**src/design/spas_consts.svh**
```systemverilog
/*
  Register offsets, field positions and fixed codes for the
  secure page add sequencer. Assumes a 32-bit APB with byte addresses.
*/
`ifndef SPAS_CONSTS_SVH
`define SPAS_CONSTS_SVH

`define SPAS_CTRL 8'h00
`define SPAS_STATUS 8'h04
`define SPAS_FAULT_ADDR 8'h08
`define SPAS_DESC_ADDR 8'h0c
`define SPAS_TARGET_ADDR 8'h10
`define SPAS_SRC_ADDR 8'h14
`define SPAS_CTL_ADDR 8'h18
`define SPAS_SINFO_ADDR 8'h1c
`define SPAS_LIN_ADDR 8'h20
`define SPAS_SINFO 8'h24
`define SPAS_ENV 8'h28
`define SPAS_BASE 8'h2c
`define SPAS_SIZE 8'h30
`define SPAS_LIMITS 8'h34
`define SPAS_CONTENT 8'h38
`define SPAS_TOKEN_LO 8'h3c
`define SPAS_TOKEN_HI 8'h40
`define SPAS_COUNT 8'h44

// security info field layout
`define SPAS_SI_R 0
`define SPAS_SI_W 1
`define SPAS_SI_X 2
`define SPAS_SI_PT_LO 8
`define SPAS_SI_RSVD 16

// environment register field layout
`define SPAS_ENV_SS_CAP 0
`define SPAS_ENV_SS_EN 1
`define SPAS_ENV_VIRT 2
`define SPAS_ENV_SS_SUP 3
`define SPAS_ENV_IN_USE 4
`define SPAS_ENV_TGT_VALID 5
`define SPAS_ENV_CTL_BUSY 6
`define SPAS_ENV_CTL_VALID 7
`define SPAS_ENV_MEAS_BUSY 8
`define SPAS_ENV_INIT 9
`define SPAS_ENV_WIDE 10
`define SPAS_ENV_TGT_IN_PPC 11
`define SPAS_ENV_CTL_IN_PPC 12
`define SPAS_ENV_CTL_PT_LO 24

// content flag layout
`define SPAS_CT_THREAD_RSVD 0
`define SPAS_CT_PREV_SSP 1
`define SPAS_CT_SS_LOW 2

// page types
`define SPAS_PT_CONTROL 8'h00
`define SPAS_PT_THREAD 8'h01
`define SPAS_PT_REGULAR 8'h02
`define SPAS_TYPE_SHADOW_FIRST 8'h04
`define SPAS_TYPE_SHADOW_REST 8'h05

`define SPAS_PAGE 32'h00001000
`define SPAS_LIMIT_ONES 12'hfff
`define SPAS_HASH_TAG 64'h0000000044444145
`define SPAS_CONFLICT_QUAL 16'h0001
`define SPAS_EXIT_ERROR 16'h0000

`endif

```
**src/design/spas_pkg.sv**
```systemverilog
/*
  Types shared by the secure page add sequencer.
  Assumes spas_consts.svh holds all numeric constants.
*/
package spas_pkg;
  typedef enum logic [1:0] {
    FK_NONE,
    FK_PROT,
    FK_PAGING,
    FK_EXIT
  } spas_fault_t;

  typedef enum logic [2:0] {
    S_IDLE,
    S_CHECK,
    S_COPY,
    S_COMMIT,
    S_DONE
  } spas_state_t;
endpackage

```
**src/design/spas_sequencer.sv**
```systemverilog
/*
  Secure page add sequencer: operands are loaded over APB, start runs all
  checks in one cycle, then copies the page, extends the digest and writes
  the page map entry. Assumes a copy engine on ref_clk that answers copy_req
  with copy_done, and that environment state is loaded before start.
*/
// The implementer's own choices: the register addresses and the APB register port.
// Overview of operation
// - unaligned 32-byte descriptor address: protection fault
// - unaligned 4 KB target address: protection fault
// - target or control page outside cache: paging fault
// - source, control, linear 4KB; info 64B aligned
// - reserved info bits or bad type fault
// - shadow types need shadow-stack enable set
// - busy target: fault, or hypervisor exit
// - target map entry already valid: paging fault
// - control page conflict with add/extend/init: fault
// - control map invalid or wrong type: paging
// - copy whole source page into target
// - thread page content checks
// - regular page: write without read faults
// - no shadow page on first/last range page
// - shadow page lower bytes must be zero
// - shadow page top eight bytes checked
// - shadow page needs read, write, no execute
// - linear address outside enclave range faults
// - measurement busy or enclave initialized faults
// - thread page: clear permissions and fields
// - hash block into digest, bump counter
// - commit page map entry, set valid
`timescale 1ns/10ps
`include "spas_consts.svh"

module spas_sequencer (
  input wire logic ref_clk,
  input wire logic rst_n,
  input wire logic psel,
  input wire logic penable,
  input wire logic pwrite,
  input wire logic [7:0] paddr,
  input wire logic [31:0] pwdata,
  output logic [31:0] prdata,
  output logic pready,
  output logic pslverr,
  input wire logic copy_done,
  output logic copy_req,
  output logic [31:0] copy_src,
  output logic [31:0] copy_dst,
  output logic thread_clear,
  output logic hash_valid,
  output logic [511:0] hash_block,
  output logic map_we,
  output logic [31:0] map_lin_addr,
  output logic [31:0] map_owner,
  output logic [7:0] map_type,
  output logic [2:0] map_rwx,
  output logic exit_req,
  output logic [15:0] exit_qual,
  output logic [15:0] exit_error,
  output logic [31:0] exit_gla
);
  spas_pkg::spas_state_t state, next_state;
  spas_pkg::spas_fault_t kind, next_kind, ck_kind;
  logic done, next_done;
  logic [31:0] fault_addr, next_fault_addr, ck_addr;
  logic [31:0] desc, target, src, ctl, sinfo_addr, lin, sinfo, env, base, size;
  logic [31:0] limits, content, token_lo, token_hi, count;
  logic [31:0] next_desc, next_target, next_src, next_ctl, next_sinfo_addr, next_lin;
  logic [31:0] next_sinfo, next_env, next_base, next_size, next_limits, next_content;
  logic [31:0] next_token_lo, next_token_hi, next_count;
  logic [31:0] next_prdata;
  logic next_pready, next_pslverr;
  logic next_copy_req, next_thread_clear, next_hash_valid, next_map_we, next_exit_req;
  logic [511:0] next_hash_block;
  logic [2:0] next_map_rwx;
  logic [7:0] pt, ctl_pt;
  logic [2:0] rwx;
  logic is_ss;
  logic [32:0] range_end;
  logic [31:0] last_page, token_exp;
  logic wr, rd, mapped;

  assign pt = sinfo[`SPAS_SI_PT_LO +: 8];
  assign ctl_pt = env[`SPAS_ENV_CTL_PT_LO +: 8];
  assign rwx = {sinfo[`SPAS_SI_X], sinfo[`SPAS_SI_W], sinfo[`SPAS_SI_R]};
  assign is_ss = (pt == `SPAS_TYPE_SHADOW_FIRST) || (pt == `SPAS_TYPE_SHADOW_REST);
  assign range_end = {1'b0, base} + {1'b0, size};
  assign last_page = base + size - `SPAS_PAGE;
  assign token_exp = (lin + `SPAS_PAGE) | {31'h0, env[`SPAS_ENV_WIDE]};
  assign wr = psel && penable && pready && pwrite;
  assign rd = psel && !penable && !pwrite;

  // all checks in fixed priority order; first hit decides the fault
  always_comb begin
    ck_kind = spas_pkg::FK_NONE;
    ck_addr = 32'h0;
    if (desc[4:0] != 5'h0) begin
      ck_kind = spas_pkg::FK_PROT;
    end else if (target[11:0] != 12'h0) begin
      ck_kind = spas_pkg::FK_PROT;
    end else if (!env[`SPAS_ENV_TGT_IN_PPC]) begin
      ck_kind = spas_pkg::FK_PAGING;
      ck_addr = target;
    end else if (src[11:0] != 12'h0 || ctl[11:0] != 12'h0 || sinfo_addr[5:0] != 6'h0
                 || lin[11:0] != 12'h0) begin
      ck_kind = spas_pkg::FK_PROT;
    end else if (!env[`SPAS_ENV_CTL_IN_PPC]) begin
      ck_kind = spas_pkg::FK_PAGING;
      ck_addr = ctl;
    end else if (sinfo[`SPAS_SI_RSVD] || !(pt == `SPAS_PT_REGULAR || pt == `SPAS_PT_THREAD
                 || (is_ss && env[`SPAS_ENV_SS_CAP]))) begin
      ck_kind = spas_pkg::FK_PROT;
    end else if (is_ss && !env[`SPAS_ENV_SS_EN]) begin
      ck_kind = spas_pkg::FK_PROT;
    end else if (env[`SPAS_ENV_IN_USE]) begin
      ck_kind = env[`SPAS_ENV_VIRT] ? spas_pkg::FK_EXIT : spas_pkg::FK_PROT;
      ck_addr = target;
    end else if (env[`SPAS_ENV_TGT_VALID]) begin
      ck_kind = spas_pkg::FK_PAGING;
      ck_addr = target;
    end else if (env[`SPAS_ENV_CTL_BUSY]) begin
      ck_kind = spas_pkg::FK_PROT;
    end else if (!env[`SPAS_ENV_CTL_VALID] || ctl_pt != `SPAS_PT_CONTROL) begin
      ck_kind = spas_pkg::FK_PAGING;
      ck_addr = ctl;
    end else if (pt == `SPAS_PT_THREAD && (content[`SPAS_CT_THREAD_RSVD]
                 || (!env[`SPAS_ENV_WIDE] && (limits[11:0] != `SPAS_LIMIT_ONES
                 || limits[27:16] != `SPAS_LIMIT_ONES))
                 || (env[`SPAS_ENV_SS_SUP] && content[`SPAS_CT_PREV_SSP]))) begin
      ck_kind = spas_pkg::FK_PROT;
    end else if (pt == `SPAS_PT_REGULAR && rwx[1] && !rwx[0]) begin
      ck_kind = spas_pkg::FK_PROT;
    end else if (is_ss && (lin == base || lin == last_page)) begin
      ck_kind = spas_pkg::FK_PROT;
    end else if (is_ss && content[`SPAS_CT_SS_LOW]) begin
      ck_kind = spas_pkg::FK_PROT;
    end else if ((pt == `SPAS_TYPE_SHADOW_FIRST && (token_lo != token_exp || token_hi != 32'h0))
                 || (pt == `SPAS_TYPE_SHADOW_REST && (token_lo != 32'h0 || token_hi != 32'h0))) begin
      ck_kind = spas_pkg::FK_PROT;
    end else if (is_ss && rwx != 3'b011) begin
      ck_kind = spas_pkg::FK_PROT;
    end else if (lin < base || {1'b0, lin} >= range_end) begin
      ck_kind = spas_pkg::FK_PROT;
    end else if (env[`SPAS_ENV_MEAS_BUSY] || env[`SPAS_ENV_INIT]) begin
      ck_kind = spas_pkg::FK_PROT;
    end
  end

  // sequencer next state; operand registers are frozen while busy
  always_comb begin
    next_state = state;
    next_kind = kind;
    next_done = done;
    next_fault_addr = fault_addr;
    next_count = count;
    next_copy_req = 1'b0;
    next_thread_clear = 1'b0;
    next_hash_valid = 1'b0;
    next_map_we = 1'b0;
    next_exit_req = 1'b0;
    next_hash_block = hash_block;
    next_map_rwx = map_rwx;
    case (state)
      spas_pkg::S_IDLE, spas_pkg::S_DONE: begin
        if (wr && paddr == `SPAS_CTRL && pwdata[0]) begin
          next_state = spas_pkg::S_CHECK;
          next_done = 1'b0;
          next_kind = spas_pkg::FK_NONE;
          next_fault_addr = 32'h0;
        end
      end
      spas_pkg::S_CHECK: begin
        if (ck_kind != spas_pkg::FK_NONE) begin
          // nothing is copied, hashed or committed on a failed check
          next_state = spas_pkg::S_DONE;
          next_done = 1'b1;
          next_kind = ck_kind;
          next_fault_addr = ck_addr;
          next_exit_req = (ck_kind == spas_pkg::FK_EXIT);
        end else begin
          next_state = spas_pkg::S_COPY;
          next_copy_req = 1'b1;
        end
      end
      spas_pkg::S_COPY: begin
        if (copy_done) begin
          next_state = spas_pkg::S_COMMIT;
        end
      end
      spas_pkg::S_COMMIT: begin
        // thread pages lose all permissions before being hashed and mapped
        next_map_rwx = (pt == `SPAS_PT_THREAD) ? 3'b000 : rwx;
        next_thread_clear = (pt == `SPAS_PT_THREAD);
        next_hash_block = {368'h0, pt, 5'h0,
                           (pt == `SPAS_PT_THREAD) ? 3'b000 : rwx,
                           32'h0, lin - base, `SPAS_HASH_TAG};
        next_hash_valid = 1'b1;
        next_count = count + 32'h1;
        next_map_we = 1'b1;
        next_done = 1'b1;
        next_state = spas_pkg::S_DONE;
      end
      default: begin
        next_state = spas_pkg::S_IDLE;
      end
    endcase
  end

  always_ff @(posedge ref_clk or negedge rst_n) begin
    if (!rst_n) begin
      state <= spas_pkg::S_IDLE;
      kind <= spas_pkg::FK_NONE;
      done <= 1'b0;
      fault_addr <= 32'h0;
      count <= 32'h0;
      copy_req <= 1'b0;
      thread_clear <= 1'b0;
      hash_valid <= 1'b0;
      map_we <= 1'b0;
      exit_req <= 1'b0;
      hash_block <= 512'h0;
      map_rwx <= 3'h0;
    end else begin
      state <= next_state;
      kind <= next_kind;
      done <= next_done;
      fault_addr <= next_fault_addr;
      count <= next_count;
      copy_req <= next_copy_req;
      thread_clear <= next_thread_clear;
      hash_valid <= next_hash_valid;
      map_we <= next_map_we;
      exit_req <= next_exit_req;
      hash_block <= next_hash_block;
      map_rwx <= next_map_rwx;
    end
  end

  // operands are flops and these outputs come straight from them or constants, so the map fields are stable
  assign copy_src = src;
  assign copy_dst = target;
  assign map_lin_addr = lin;
  assign map_owner = ctl;
  assign map_type = pt;
  assign exit_qual = `SPAS_CONFLICT_QUAL;
  assign exit_error = `SPAS_EXIT_ERROR;
  assign exit_gla = target;

  // apb slave: zero wait states; writes land at the access edge, reads are fetched at setup
  always_comb begin
    logic busy;
    busy = (state != spas_pkg::S_IDLE) && (state != spas_pkg::S_DONE);
    mapped = (paddr <= `SPAS_COUNT) && (paddr[1:0] == 2'b00);
    next_desc = desc;
    next_target = target;
    next_src = src;
    next_ctl = ctl;
    next_sinfo_addr = sinfo_addr;
    next_lin = lin;
    next_sinfo = sinfo;
    next_env = env;
    next_base = base;
    next_size = size;
    next_limits = limits;
    next_content = content;
    next_token_lo = token_lo;
    next_token_hi = token_hi;
    next_prdata = 32'h0;
    next_pready = psel && !penable;
    next_pslverr = psel && !penable && !mapped;
    if (wr && !busy) begin
      if (paddr == `SPAS_DESC_ADDR) begin
        next_desc = pwdata;
      end else if (paddr == `SPAS_TARGET_ADDR) begin
        next_target = pwdata;
      end else if (paddr == `SPAS_SRC_ADDR) begin
        next_src = pwdata;
      end else if (paddr == `SPAS_CTL_ADDR) begin
        next_ctl = pwdata;
      end else if (paddr == `SPAS_SINFO_ADDR) begin
        next_sinfo_addr = pwdata;
      end else if (paddr == `SPAS_LIN_ADDR) begin
        next_lin = pwdata;
      end else if (paddr == `SPAS_SINFO) begin
        next_sinfo = pwdata;
      end else if (paddr == `SPAS_ENV) begin
        next_env = pwdata;
      end else if (paddr == `SPAS_BASE) begin
        next_base = pwdata;
      end else if (paddr == `SPAS_SIZE) begin
        next_size = pwdata;
      end else if (paddr == `SPAS_LIMITS) begin
        next_limits = pwdata;
      end else if (paddr == `SPAS_CONTENT) begin
        next_content = pwdata;
      end else if (paddr == `SPAS_TOKEN_LO) begin
        next_token_lo = pwdata;
      end else if (paddr == `SPAS_TOKEN_HI) begin
        next_token_hi = pwdata;
      end
    end
    if (rd) begin
      if (paddr == `SPAS_STATUS) begin
        next_prdata = {28'h0, kind, done, busy};
      end else if (paddr == `SPAS_FAULT_ADDR) begin
        next_prdata = fault_addr;
      end else if (paddr == `SPAS_DESC_ADDR) begin
        next_prdata = desc;
      end else if (paddr == `SPAS_TARGET_ADDR) begin
        next_prdata = target;
      end else if (paddr == `SPAS_SRC_ADDR) begin
        next_prdata = src;
      end else if (paddr == `SPAS_CTL_ADDR) begin
        next_prdata = ctl;
      end else if (paddr == `SPAS_SINFO_ADDR) begin
        next_prdata = sinfo_addr;
      end else if (paddr == `SPAS_LIN_ADDR) begin
        next_prdata = lin;
      end else if (paddr == `SPAS_SINFO) begin
        next_prdata = sinfo;
      end else if (paddr == `SPAS_ENV) begin
        next_prdata = env;
      end else if (paddr == `SPAS_BASE) begin
        next_prdata = base;
      end else if (paddr == `SPAS_SIZE) begin
        next_prdata = size;
      end else if (paddr == `SPAS_LIMITS) begin
        next_prdata = limits;
      end else if (paddr == `SPAS_CONTENT) begin
        next_prdata = content;
      end else if (paddr == `SPAS_TOKEN_LO) begin
        next_prdata = token_lo;
      end else if (paddr == `SPAS_TOKEN_HI) begin
        next_prdata = token_hi;
      end else if (paddr == `SPAS_COUNT) begin
        next_prdata = count;
      end
    end
  end

  always_ff @(posedge ref_clk or negedge rst_n) begin
    if (!rst_n) begin
      desc <= 32'h0;
      target <= 32'h0;
      src <= 32'h0;
      ctl <= 32'h0;
      sinfo_addr <= 32'h0;
      lin <= 32'h0;
      sinfo <= 32'h0;
      env <= 32'h0;
      base <= 32'h0;
      size <= 32'h0;
      limits <= 32'h0;
      content <= 32'h0;
      token_lo <= 32'h0;
      token_hi <= 32'h0;
      prdata <= 32'h0;
      pready <= 1'b0;
      pslverr <= 1'b0;
    end else begin
      desc <= next_desc;
      target <= next_target;
      src <= next_src;
      ctl <= next_ctl;
      sinfo_addr <= next_sinfo_addr;
      lin <= next_lin;
      sinfo <= next_sinfo;
      env <= next_env;
      base <= next_base;
      size <= next_size;
      limits <= next_limits;
      content <= next_content;
      token_lo <= next_token_lo;
      token_hi <= next_token_hi;
      prdata <= next_prdata;
      pready <= next_pready;
      pslverr <= next_pslverr;
    end
  end
endmodule

```
**config.mk**
```make
export PLATFORM = sky130hd
export DESIGN_NAME = spas_sequencer
export DESIGN_NICKNAME = d
export VERILOG_FILES = /design/src/design/spas_pkg.sv /design/src/design/spas_sequencer.sv
export VERILOG_INCLUDE_DIRS = /design/src /design/src/design
export SDC_FILE = /design/constraint.sdc
export NUM_CORES = 1
export LEC_CHECK = 0
export BUFFER_PORTS_ARGS = -buffer_cell sky130_fd_sc_hd__buf_4
export CAP_MARGIN = 20
export CORE_AREA = 2 2 312 314
export CTS_BUF_LIST = sky130_fd_sc_hd__clkbuf_8
export DETAILED_ROUTE_END_ITERATION = 6
export DIE_AREA = 0 0 314 316
export PLACE_DENSITY = 0.62
export SLEW_MARGIN = 10
export SYNTH_ARGS = -nofsm -noshare
export SYNTH_HDL_FRONTEND = slang
export SYNTH_SLANG_ARGS = --single-unit
```
**constraint.sdc**
```tcl
create_clock -name ref_clk -period 5.76 [get_ports ref_clk]
set_clock_uncertainty 0.2 [all_clocks]
set_input_delay 0 -clock ref_clk [delete_from_list [all_inputs] [get_ports ref_clk]]
set_output_delay 0 -clock ref_clk [all_outputs]
set_load 0.01 [all_outputs]
```
Word level (Yosys, flattened, before mapping)
Cells that the tools add are included.
- $add $sub $neg: 6
- order comparisons: 3
- eq/ne operators: 36
- muxes and demuxes: 69
- bitwise logic cells: 14
- reductions and logical operators: 83
- operators with widths (cell ; count):
    $mux 32 ; 31
    $eq 32x32->1 ; 2
    $eq 8x6->1 const B ; 8
    $pmux 32 s2 ; 1
    $reduce_bool 32->1 ; 2
    $reduce_bool 12->1 ; 4
    $add 32x32->33 ; 1
    $ge 32x33->1 ; 1
    $add 32x1->32 const B ; 1
    $add 32x13->32 const B ; 1
    $add 32x32->32 ; 1
    $eq 8x5->1 const B ; 4
    $lt 32x32->1 ; 1
    $ne 32x32->1 ; 1
    $or 32x1->32 ; 1
    $sub 32x13->32 const B ; 1
    $sub 32x32->32 ; 1
    $mux 2 ; 14
    $eq 8x3->1 const B ; 3
    $ne 12x12->1 const B ; 2
    $logic_and 1x1->1 ; 23
    $logic_or 1x1->1 ; 17
    $eq 8x4->1 const B ; 2
    $eq 8x7->1 const B ; 2
    40 further kinds ; 86
- flip-flop bits (word level): 611
- bits of input ports: 46
- output and inout bits: 754

Longest topological paths before layout
Gate-level depths: netlist of run 1.
- word-level depth: 25
- gate-level depth with buffers: 27
- mapped depth without buffers: 26

Least setup slack after synthesis of run 1
OpenSTA, ideal clock, no wires.
- kind: reg2reg
- start: register base[1]
- end: register fault_addr[12]
- library setup time: 79 ps
- arrival time: 5021 ps
- data required time: 5481 ps
- setup slack: 460 ps
- cell stages (with the launch flop): 27
- cells stage by stage: dfrtp_1 ha_1 fa_1 a31oi_1 o21ai_0 a31oi_1 o31ai_1 nor2_1 o21ai_0 a21oi_1 o21ai_0 a311oi_1 a21oi_1 xnor2_1 ha_1 nand3_1 nor4_1 o31ai_1 a31oi_1 o31ai_1 a41o_1 o211a_1 nand3_1 a21o_1 a31oi_4 buf_6 o2bb2ai_2
- longest elaborated chain between the ends: 24
- elaborated cells between the ends (all ways): 31
- those cells by class: add/sub (3); order compare (2); eq/ne (3); mux (18); reduce/logical (5)
- RTL lines (item ; RTL line ; text):
    from (decl) ; spas_sequencer.sv:66 ; logic [31:0] desc, target, src, ctl, sinfo_addr, lin, sinfo, env, base, size;
    from (signal assigned) ; spas_sequencer.sv:369 ; base <= next_base;
    $add 32x32->33 ; spas_sequencer.sv:87 ; assign range_end = {1'b0, base} + {1'b0, size};
    $ge 32x33->1 ; spas_sequencer.sv:142 ; end else if (lin < base || {1'b0, lin} >= range_end) begin
    $logic_or 1x1->1 ; spas_sequencer.sv:142 ;
    $mux 1 ; spas_sequencer.sv:142 ;
    $mux 1 ; spas_sequencer.sv:140 ; end else if (is_ss && rwx != 3'b011) begin
    $mux 1 ; spas_sequencer.sv:137 ; end else if ((pt == `SPAS_TYPE_SHADOW_FIRST && (token_lo != token_exp || token_hi != 32'h0))
    $mux 1 ; spas_sequencer.sv:135 ; end else if (is_ss && content[`SPAS_CT_SS_LOW]) begin
    $mux 1 (*) ; spas_sequencer.sv:133 ; end else if (is_ss && (lin == base || lin == last_page)) begin
    [... 8 more ...] ; -- ;
    $mux 2 (*) ; spas_sequencer.sv:107 ; end else if (!env[`SPAS_ENV_CTL_IN_PPC]) begin
    $mux 2 (*) ; spas_sequencer.sv:104 ; end else if (src[11:0] != 12'h0 || ctl[11:0] != 12'h0 || sinfo_addr[5:0] != 6'h0
    $mux 2 (*) ; spas_sequencer.sv:101 ; end else if (!env[`SPAS_ENV_TGT_IN_PPC]) begin
    $mux 2 (*) ; spas_sequencer.sv:99 ; end else if (target[11:0] != 12'h0) begin
    $mux 2 (*) ; spas_sequencer.sv:97 ; if (desc[4:0] != 5'h0) begin
    $reduce_bool 2->1 (*) ; spas_sequencer.sv:173 ; if (ck_kind != spas_pkg::FK_NONE) begin
    $ne 2x2->1 (no line) (*) ; -- ;
    $reduce_and 3->1 (no line) (*) ; -- ;
    to (signal assigned) ; spas_sequencer.sv:227 ; fault_addr <= next_fault_addr;
    to (decl) ; spas_sequencer.sv:65 ; logic [31:0] fault_addr, next_fault_addr, ck_addr;
Every way passes the cells marked *; elsewhere a longest branch is shown, timed or not.
A chain may end at the register's enable or synchronous reset.

Final worst setup path of run 1
- start: register base[4]
- end: register fault_addr[12]
The elaborated chain is that of the path after synthesis.

==> results of run 1 <==
==> power by group <==
part           internal, µW  total (µW)  leakage (µW)  switching [µW]
Combinational           205         773        0.0130             568
Sequential             4230        4250       0.00810            20.1
Clock                  2100        3950       0.00116            1850
Total                  6540        8970        0.0223            2430
==> critical path: cells and delay by family (launching register included) <==
family          cells  cell delay (ns)
simple gates        3             0.36
fa+ha+maj           3             0.86
xor+xnor            1             0.13
buf+inv             4             0.57
compound gates     18             3.23
flops               1             0.37
==> per-layer routing <==
layer,GRT usage (%),vias to the layer above
li1,-,13898
met4,18.4,4
met2,43.6,1818
met3,6.00,403
met1,38.1,16106
met5,0,-
==> cells in the mapped netlist, types with 19 or more instances <==
cell type  number  area (µm²)
mux2_2        417        4700
o2bb2ai_2      20         300
nand2_1       255         957
o22ai_1        66         413
buf_2          19        95.1
a211oi_1       56         420
o21ai_0       143         716
nor3_1         73         365
a22oi_1        64         480
a21o_1         24         180
or3_1          26         163
nor2_1        184         691
o21bai_1       21         158
nand4_1        59         369
inv_1         140         526
nand3_1        47         235
xor2_1         49         429
clkbuf_1      128         480
xnor2_1       107         937
buf_4         544        4080
and3_1         21         131
buf_1          41         154
o31ai_1        19         143
nor4_1         46         288
a222oi_1       23         230
ha_1          148        1850
nand2b_1       20         125
a21oi_1       193         966
a221oi_1       26         228
o221ai_1       26         228
a31oi_1        41         257
dfrtp_1       600       15000
==> cells in the final DEF, fill, tap and decap left out, types with 19 or more instances in the layout <==
cell type,Yosys,layout
a21o_1,24,24
nand2_1,255,254
o21bai_1,21,21
nor3_1,73,70
xor2_1,49,49
a31oi_1,41,39
or3_1,26,26
ha_1,148,147
a221oi_1,26,25
a222oi_1,23,23
nor2_1,184,176
mux2_2,417,417
clkbuf_8,1,126
conb_1,2,492
nor4_1,46,46
o2bb2ai_2,20,19
buf_4,544,456
nand3_1,47,45
a21oi_1,193,191
dfrtp_1,600,600
xnor2_1,107,107
nand4_1,59,59
o21ai_0,143,139
o221ai_1,26,26
a211oi_1,56,55
o22ai_1,66,66
a22oi_1,64,64
dlygate4sd3_1,0,81
and3_1,21,21
inv_1,140,167
nand2b_1,20,20
==> per-stage QoR <==
stage / TNS [ns] / hold slack (ns) / util [%] / cells / power [µW]
2_1_floorplan: 0 / -0.496 / - / 4404 / 4960
3_3_place_gp: -8.92 / -0.143 / 42.6 / 5399 / 5020
3_5_place_dp: -8.75 / -0.140 / 42.6 / 5399 / 5020
4_1_cts: 0 / 0.00286 / 45.7 / 5659 / 8990
5_1_grt: -11.09 / 0.0605 / 45.9 / 5667 / 9270
6_report: -0.910 / 0.0521 / 45.9 / 5667 / 8970
==> area by class of cell <==
| class | count | area, µm² |
|---|---|---|
| clock buffers | 126 | 1730 |
| flip-flops and latches | 600 | 15000 |
| inverters | 141 | 529 |
| multi-input cells | 2925 | 20400 |
| clock inverters | 48 | 322 |
| well taps | 1276 | 1600 |
| fillers | 9099 | 51900 |
| repair buffers | 550 | 4500 |
| diodes | 1 | 2.50 |
==> repair_timing <==
item	in CTS	in global routing
resized for setup	15	17
hold buffers	82	0
cloned	1	2
pin swaps	10	15
setup buffers	3	5
endpoints found under the setup margin	35	36
endpoints found under the hold margin	1085	0
==> how the worst min path moves through the flow <==
stage / cells after the start / end / slack [ns]
global route: 3 / size[1] / 0.06
floorplan: 0 / base[0] / -0.50
global placement: 1 / prdata[5] / -0.14
finish: 4 / base[21] / 0.05
CTS: 4 / base[20] / 0.003
detailed placement: 1 / copy_dst[5] / -0.14
==> logic make-up after synthesis <==
group	after synthesis
mux	422
other cells	2
compound gates	845
xor+xnor	156
buf+inv	879
flops	600
fa+ha+maj	162
simple gates	848
==> impl_metrics.yaml, run 1 <==
setup_path:
  reg2reg_from: "base[4]"
  rrSetupSlack_ns: -0.04
  critPathMaxStageDelay_ns: 0.37
  reg2reg_to: "fault_addr[12]"
  path_class: "reg -> reg"
  critical_path_arrival_ns: 6.29
  critPathLaunchType: "flop"
  cpMostUsedCell: "a21o_1"
  rr_worst_depth: 29
  crit_path_top_delay_cell: "dfrtp_1"
  cp-end-kind: "flop"
  cp_max_fo: 5
  cp-endpoint: "fault_addr[12]"
  startpoint: "base[4]"
  worstPathRequired_ns: 6.25
die:
  die_w_um: 314
  die_h_um: 316
  num_io_pins: 800
  core_area_mm2: 0.0960
  row_count: 114
  dieArea_mm2: 0.0992
  initial_core_util_pct: 40.4
cts:
  cts_tree: "yes"
  worstSkewPairLatency_ns: 0.76
  path_clk_slew_ns: 0.06
  root_buffer: "clkbuf_8"
  cts_num_sinks: 600
  cts_buffers: 97
  cts_buffer_depth: 3
  cts_max_level: 3
placed_design:
  dpl_worst_slack_ns: -0.283
  post_dp_cell_area_mm2: 0.0409
  dpl.hpwl_um: 110000
  routabilityCongestion: 0.958
  io_buffers: 307
route:
  drc: 4
  totalWireLength_um: 148000
  antenna_left: 0
  topRoutingLayerUsed: "met5"
  m1WireLength_um: 59600
  routedWlPerCell_um: 26.2
  dr.pass1.iters: 7
  wl_met3_um: 13000
  avgViaCountPerCell: 5.69
  dr_total_vias: 32229
  drt_iter0_markers: 3731
  wl_met2_um: 65300
synth:
  synth_warnings: 0
  synthMuxAreaShare_pct: 12.2
  synthSimpleGateAreaFrac_pct: 11.1
  syn-cell-area_mm2: 0.0388
  synth_edf_count: 0
  synth-seq-area-share_pct: 38.7
  synth_cell_type_count: 107
  syn_inst: 3914
  synth_compound_area_share_pct: 15.0
  synth_fa_ha_area_share_pct: 5.50
  ys_seq_elements: 600
  yosys.area_share.xor_xnor_pct: 3.52
  synth_top_family_by_area: "compound AO/OA/AOI/OAI gates"
  synthArstFlopShare_pct: 100
  synth_ff_type: "dfrtp_1"
  syn_avg_cell_area_um2: 9.91
sta:
  fin_crit_ns: 5.80
  finalMaxSlewViolations: 0
  fmaxAchievable_ghz: 0.172
  final-setup-viol-count: 34
  final.period_utilization_pct: 101
  setup_ws_ns: -0.0443
  rsz0062_at_grt: "yes"
  tightest_slew_ns: 1.17
  finalHoldViolCount: 0
  relSlewSlack_pct: 21.6
cells_and_area:
  nets: 4523
  design_area_mm2: 0.0440
  drive_gt1_share_pct: 26.0
  largest_reg_flops: 42
  regMostFlops: "hash_block"
  area.growth.synth_to_final_pct: 13.6
grt:
  grtUsageTotal_pct: 29.0
  grt_max_degree: 162
  grt_overflow: 0
  grt_pass1_wl_um: 211000
  antenna_found_initial: 4
  grt_pass1_vias: 29995
worst_hold_path:
  hp-start: "pwdata[21]"
  min_path_type: "in -> reg"
run_status:
  status: "finished, violations left"
  violations: "DRC, setup timing"
power_and_ir_drop:
  pwr_density_cell_mw_per_mm2: 204
  leakage_uw: 0.0223
  vdd_drop_max_v: 0.000166
run:
  drv_cap: 0
Note: power is estimated with default switching activity, not from simulation.
==> inputs of run 2 (changes only) <==
--- a/config.mk
+++ b/config.mk
@@ -6,12 +6,13 @@
 export SDC_FILE = /design/constraint.sdc
 export NUM_CORES = 1
 export LEC_CHECK = 0
+export ABC_AREA = 1
 export BUFFER_PORTS_ARGS = -buffer_cell sky130_fd_sc_hd__buf_4
 export CAP_MARGIN = 20
-export CORE_AREA = 2 2 312 314
+export CORE_AREA = 2 2 314 316
 export CTS_BUF_LIST = sky130_fd_sc_hd__clkbuf_8
 export DETAILED_ROUTE_END_ITERATION = 6
-export DIE_AREA = 0 0 314 316
+export DIE_AREA = 0 0 316 318
 export PLACE_DENSITY = 0.62
 export SLEW_MARGIN = 10
 export SYNTH_ARGS = -nofsm -noshare
==> impl_metrics.yaml, run 2 <==
run_status:
  status: "finished, violations left"
  violations: "DRC"
die:
  die_h_um: 318
  initial_core_util_pct: 40.2
  dieArea_mm2: 0.100
  die_w_um: 316
  row_count: 115
  core_area_mm2: 0.0974
  num_io_pins: 800
power_and_ir_drop:
  vdd_drop_max_v: 0.000201
  clockPowerShare_pct: 46.5
  pwr-share-comb_pct: 8.4
  switching_share_pct: 27.8
  seq_power_share_pct: 45.1
  power.switching_uw: 2660
  leakage_uw: 0.0223
  pwr_density_cell_mw_per_mm2: 216
  internal_power_uw: 6890
  power.total_uw: 9550
run:
  drv_cap: 0
cells_and_area:
  final_util_pct: 45.4
  largest_reg_flops: 42
  regMostFlops: "hash_block"
  mostFrequentLayoutCells: "nand2_1 (1156), o21ai_0 (668), dfrtp_1 (600), inv_1 (541), conb_1 (492)"
  fill_cells: 9864
  area.growth.synth_to_final_pct: 12.9
  drive_gt1_share_pct: 11.5
  design_area_mm2: 0.0442
  regArea_mm2: 0.0150
  nets: 5667
  multi_input_area_mm2: 0.0192
  mostFrequentLayoutCell: "nand2_1"
route:
  drt_iter0_markers: 3933
  drc: 7
  avgViaCountPerCell: 5.35
  dr_total_vias: 36518
  antenna_left: 0
  totalWireLength_um: 155000
  dr.pass1.iters: 7
  routedWlPerCell_um: 22.7
synth:
  yosysMostFrequentCell: "nand2_1"
  ys_seq_elements: 600
  synth_compound_area_share_pct: 16.6
  synth_fa_ha_area_share_pct: 5.45
  synth_ff_type: "dfrtp_1"
  syn_avg_cell_area_um2: 7.62
  yosysTopAreaCell: "dfrtp_1"
  syn-cell-area_mm2: 0.0391
  yosys.area_share.xor_xnor_pct: 3.20
  synthMuxAreaShare_pct: 0
  synth_common_cells: "nand2_1 (1165), o21ai_0 (674), dfrtp_1 (600)"
  syn_inst: 5135
  synth-seq-area-share_pct: 38.4
  synthSimpleGateAreaFrac_pct: 18.6
  synth_top_family_by_area: "simple AND/OR/NAND/NOR gates"
  synth_edf_count: 0
  synth_cell_type_count: 59
  synthTopCellsByArea: "dfrtp_1 (38%), nand2_1 (11%), buf_4 (10%), o21ai_0 (8.6%), inv_1 (5.0%)"
  synth_warnings: 0
  synth.top_cell.area_share_pct: 38.4
  synthArstFlopShare_pct: 100
setup_path:
  worstPathRequired_ns: 6.28
  reg2reg_from: "size[0]"
  critical_path_arrival_ns: 5.96
  worst-path-buf-inv: 2
  cp_max_fo: 6
  path_class: "reg -> reg"
  critPathLaunchType: "flop"
  rrSetupSlack_ns: 0.32
  cp-end-kind: "flop"
  reg2reg_to: "fault_addr[19]"
  cpMostUsedCell: "nand2_1"
  crit_path_top_delay_cell: "fa_1"
  rr_worst_depth: 36
  critPathMaxStageDelay_ns: 0.42
  cp_top_family: "simple AND/OR/NAND/NOR gates"
grt:
  grtUsageTotal_pct: 29.8
  grt_max_degree: 177
  grt_pass1_wl_um: 223000
  antenna_found_initial: 11
  grt_pass1_vias: 33358
  grt_overflow: 0
worst_hold_path:
  hp-start: "paddr[1]"
  min_path_type: "in -> reg"
  hold_path_end: "prdata[13]"
  whs_path_depth: 7
cts:
  cts_buffer_depth: 3
  root_buffer: "clkbuf_8"
  cts_buffers: 106
  worstSkewPairLatency_ns: 0.78
  path_clk_slew_ns: 0.06
  cts_num_sinks: 600
  cts_max_level: 3
  cts_tree: "yes"
sta:
  fin_crit_ns: 5.44
  final.period_utilization_pct: 94.4
  tightest_slew_ns: 1.23
  fmaxAchievable_ghz: 0.184
  relSlewSlack_pct: 17.7
  finalMaxSlewViolations: 0
  fin_setup_tns_ns: 0
  finalHoldViolCount: 0
  final-setup-viol-count: 0
  rsz0062_at_grt: "no"
placed_design:
  routabilityCongestion: 0.957
  dpl.hpwl_um: 115000
  io_buffers: 307
  post_dp_cell_area_mm2: 0.0408
## run 2: cell types whose count changed after synthesis, moves of 64 or more
| cell | before | now |
|---|---|---|
| mux2_2 | 417 | 0 |
| a22oi_1 | 64 | 0 |
| o21ai_0 | 143 | 674 |
| clkbuf_1 | 128 | 207 |
| nand3_1 | 47 | 176 |
| nor2_1 | 184 | 264 |
| inv_1 | 140 | 517 |
| nand2_1 | 255 | 1165 |
## run 2: logic make-up (layout without fill, tap and decap cells)
group / Yosys count / count (layout)
AND/OR/NAND/NOR: 1770 / 1770
adder cells (fa/ha/maj): 162 / 162
XOR/XNOR: 132 / 132
other: 2 / 499
buffers and inverters: 1292 / 1204
flip-flops: 600 / 600
AO/OA/AOI/OAI: 1177 / 1177
## run 2: stage by stage
step                setup WS [ns]  hold slack, ns  std cells
finish                      0.323          0.0773       6831
CTS                        0.0617         0.00423       6819
global placement          0.00675         -0.0448       6547
global route               0.0118           0.102       6826
floorplan                   0.734          -0.496       5625
detailed placement        -0.0306         -0.0430       6548
## run 2: how the worst max path moves through the flow
| stage | startpoint | endpoint | slack [ns] | depth (start not counted) |
|---|---|---|---|---|
| floorplan | base[1] | state[2] | 0.73 | 35 |
| global placement | base[1] | fault_addr[22] | 0.007 | 39 |
| detailed placement | base[1] | fault_addr[19] | -0.03 | 39 |
| CTS | base[1] | fault_addr[25] | 0.06 | 40 |
| global route | base[1] | fault_addr[19] | 0.01 | 39 |
| finish | size[0] | fault_addr[19] | 0.32 | 36 |
## run 2: timing repair
item,CTS,global route
setup buffers,0,2
resized for setup,2,20
hold buffers,85,0
hold endpoints to repair,879,0
pin swaps,0,5
setup endpoints to repair,24,39
cloned,0,3
## run 2: layer usage
metal / GRT usage [%] / part of all wire (%)
met4: 10.4 / 3.8
met5: 0 / 0.034
met1: 43.2 / 43
met3: 5.33 / 10
met2: 44.2 / 43
## run 2: final cells by class
| cell class | count | share of cell area, % |
|---|---|---|
| clock inverter | 55 | 1.17 |
| sequential | 600 | 34.0 |
| clock buffer | 131 | 4.08 |
| timing repair buffer | 492 | 9.20 |
| multi-input combinational | 3733 | 43.4 |
| tap | 1287 | 3.64 |
| antenna | 7 | 0.0396 |
| inverter | 526 | 4.47 |
## run 2: power groups by stage
stage / Sequential, µW / Combinational, µW / Clock, µW
final: 4310 / 801 / 4440
after global routing: 4310 / 875 / 4650
after CTS: 4310 / 775 / 4490
after detailed placement: 4380 / 722 / 0
after global placement: 4380 / 719 / 0
after floorplan: 4370 / 661 / 0
## run 2: tightest hold or removal path, delay by kind of cell
| family | cells | cell delay, ns |
|---|---|---|
| AO/OA/AOI/OAI | 1 | 0.09 |
| AND/OR/NAND/NOR | 4 | 0.54 |
| buffers and inverters | 2 | 0.34 |
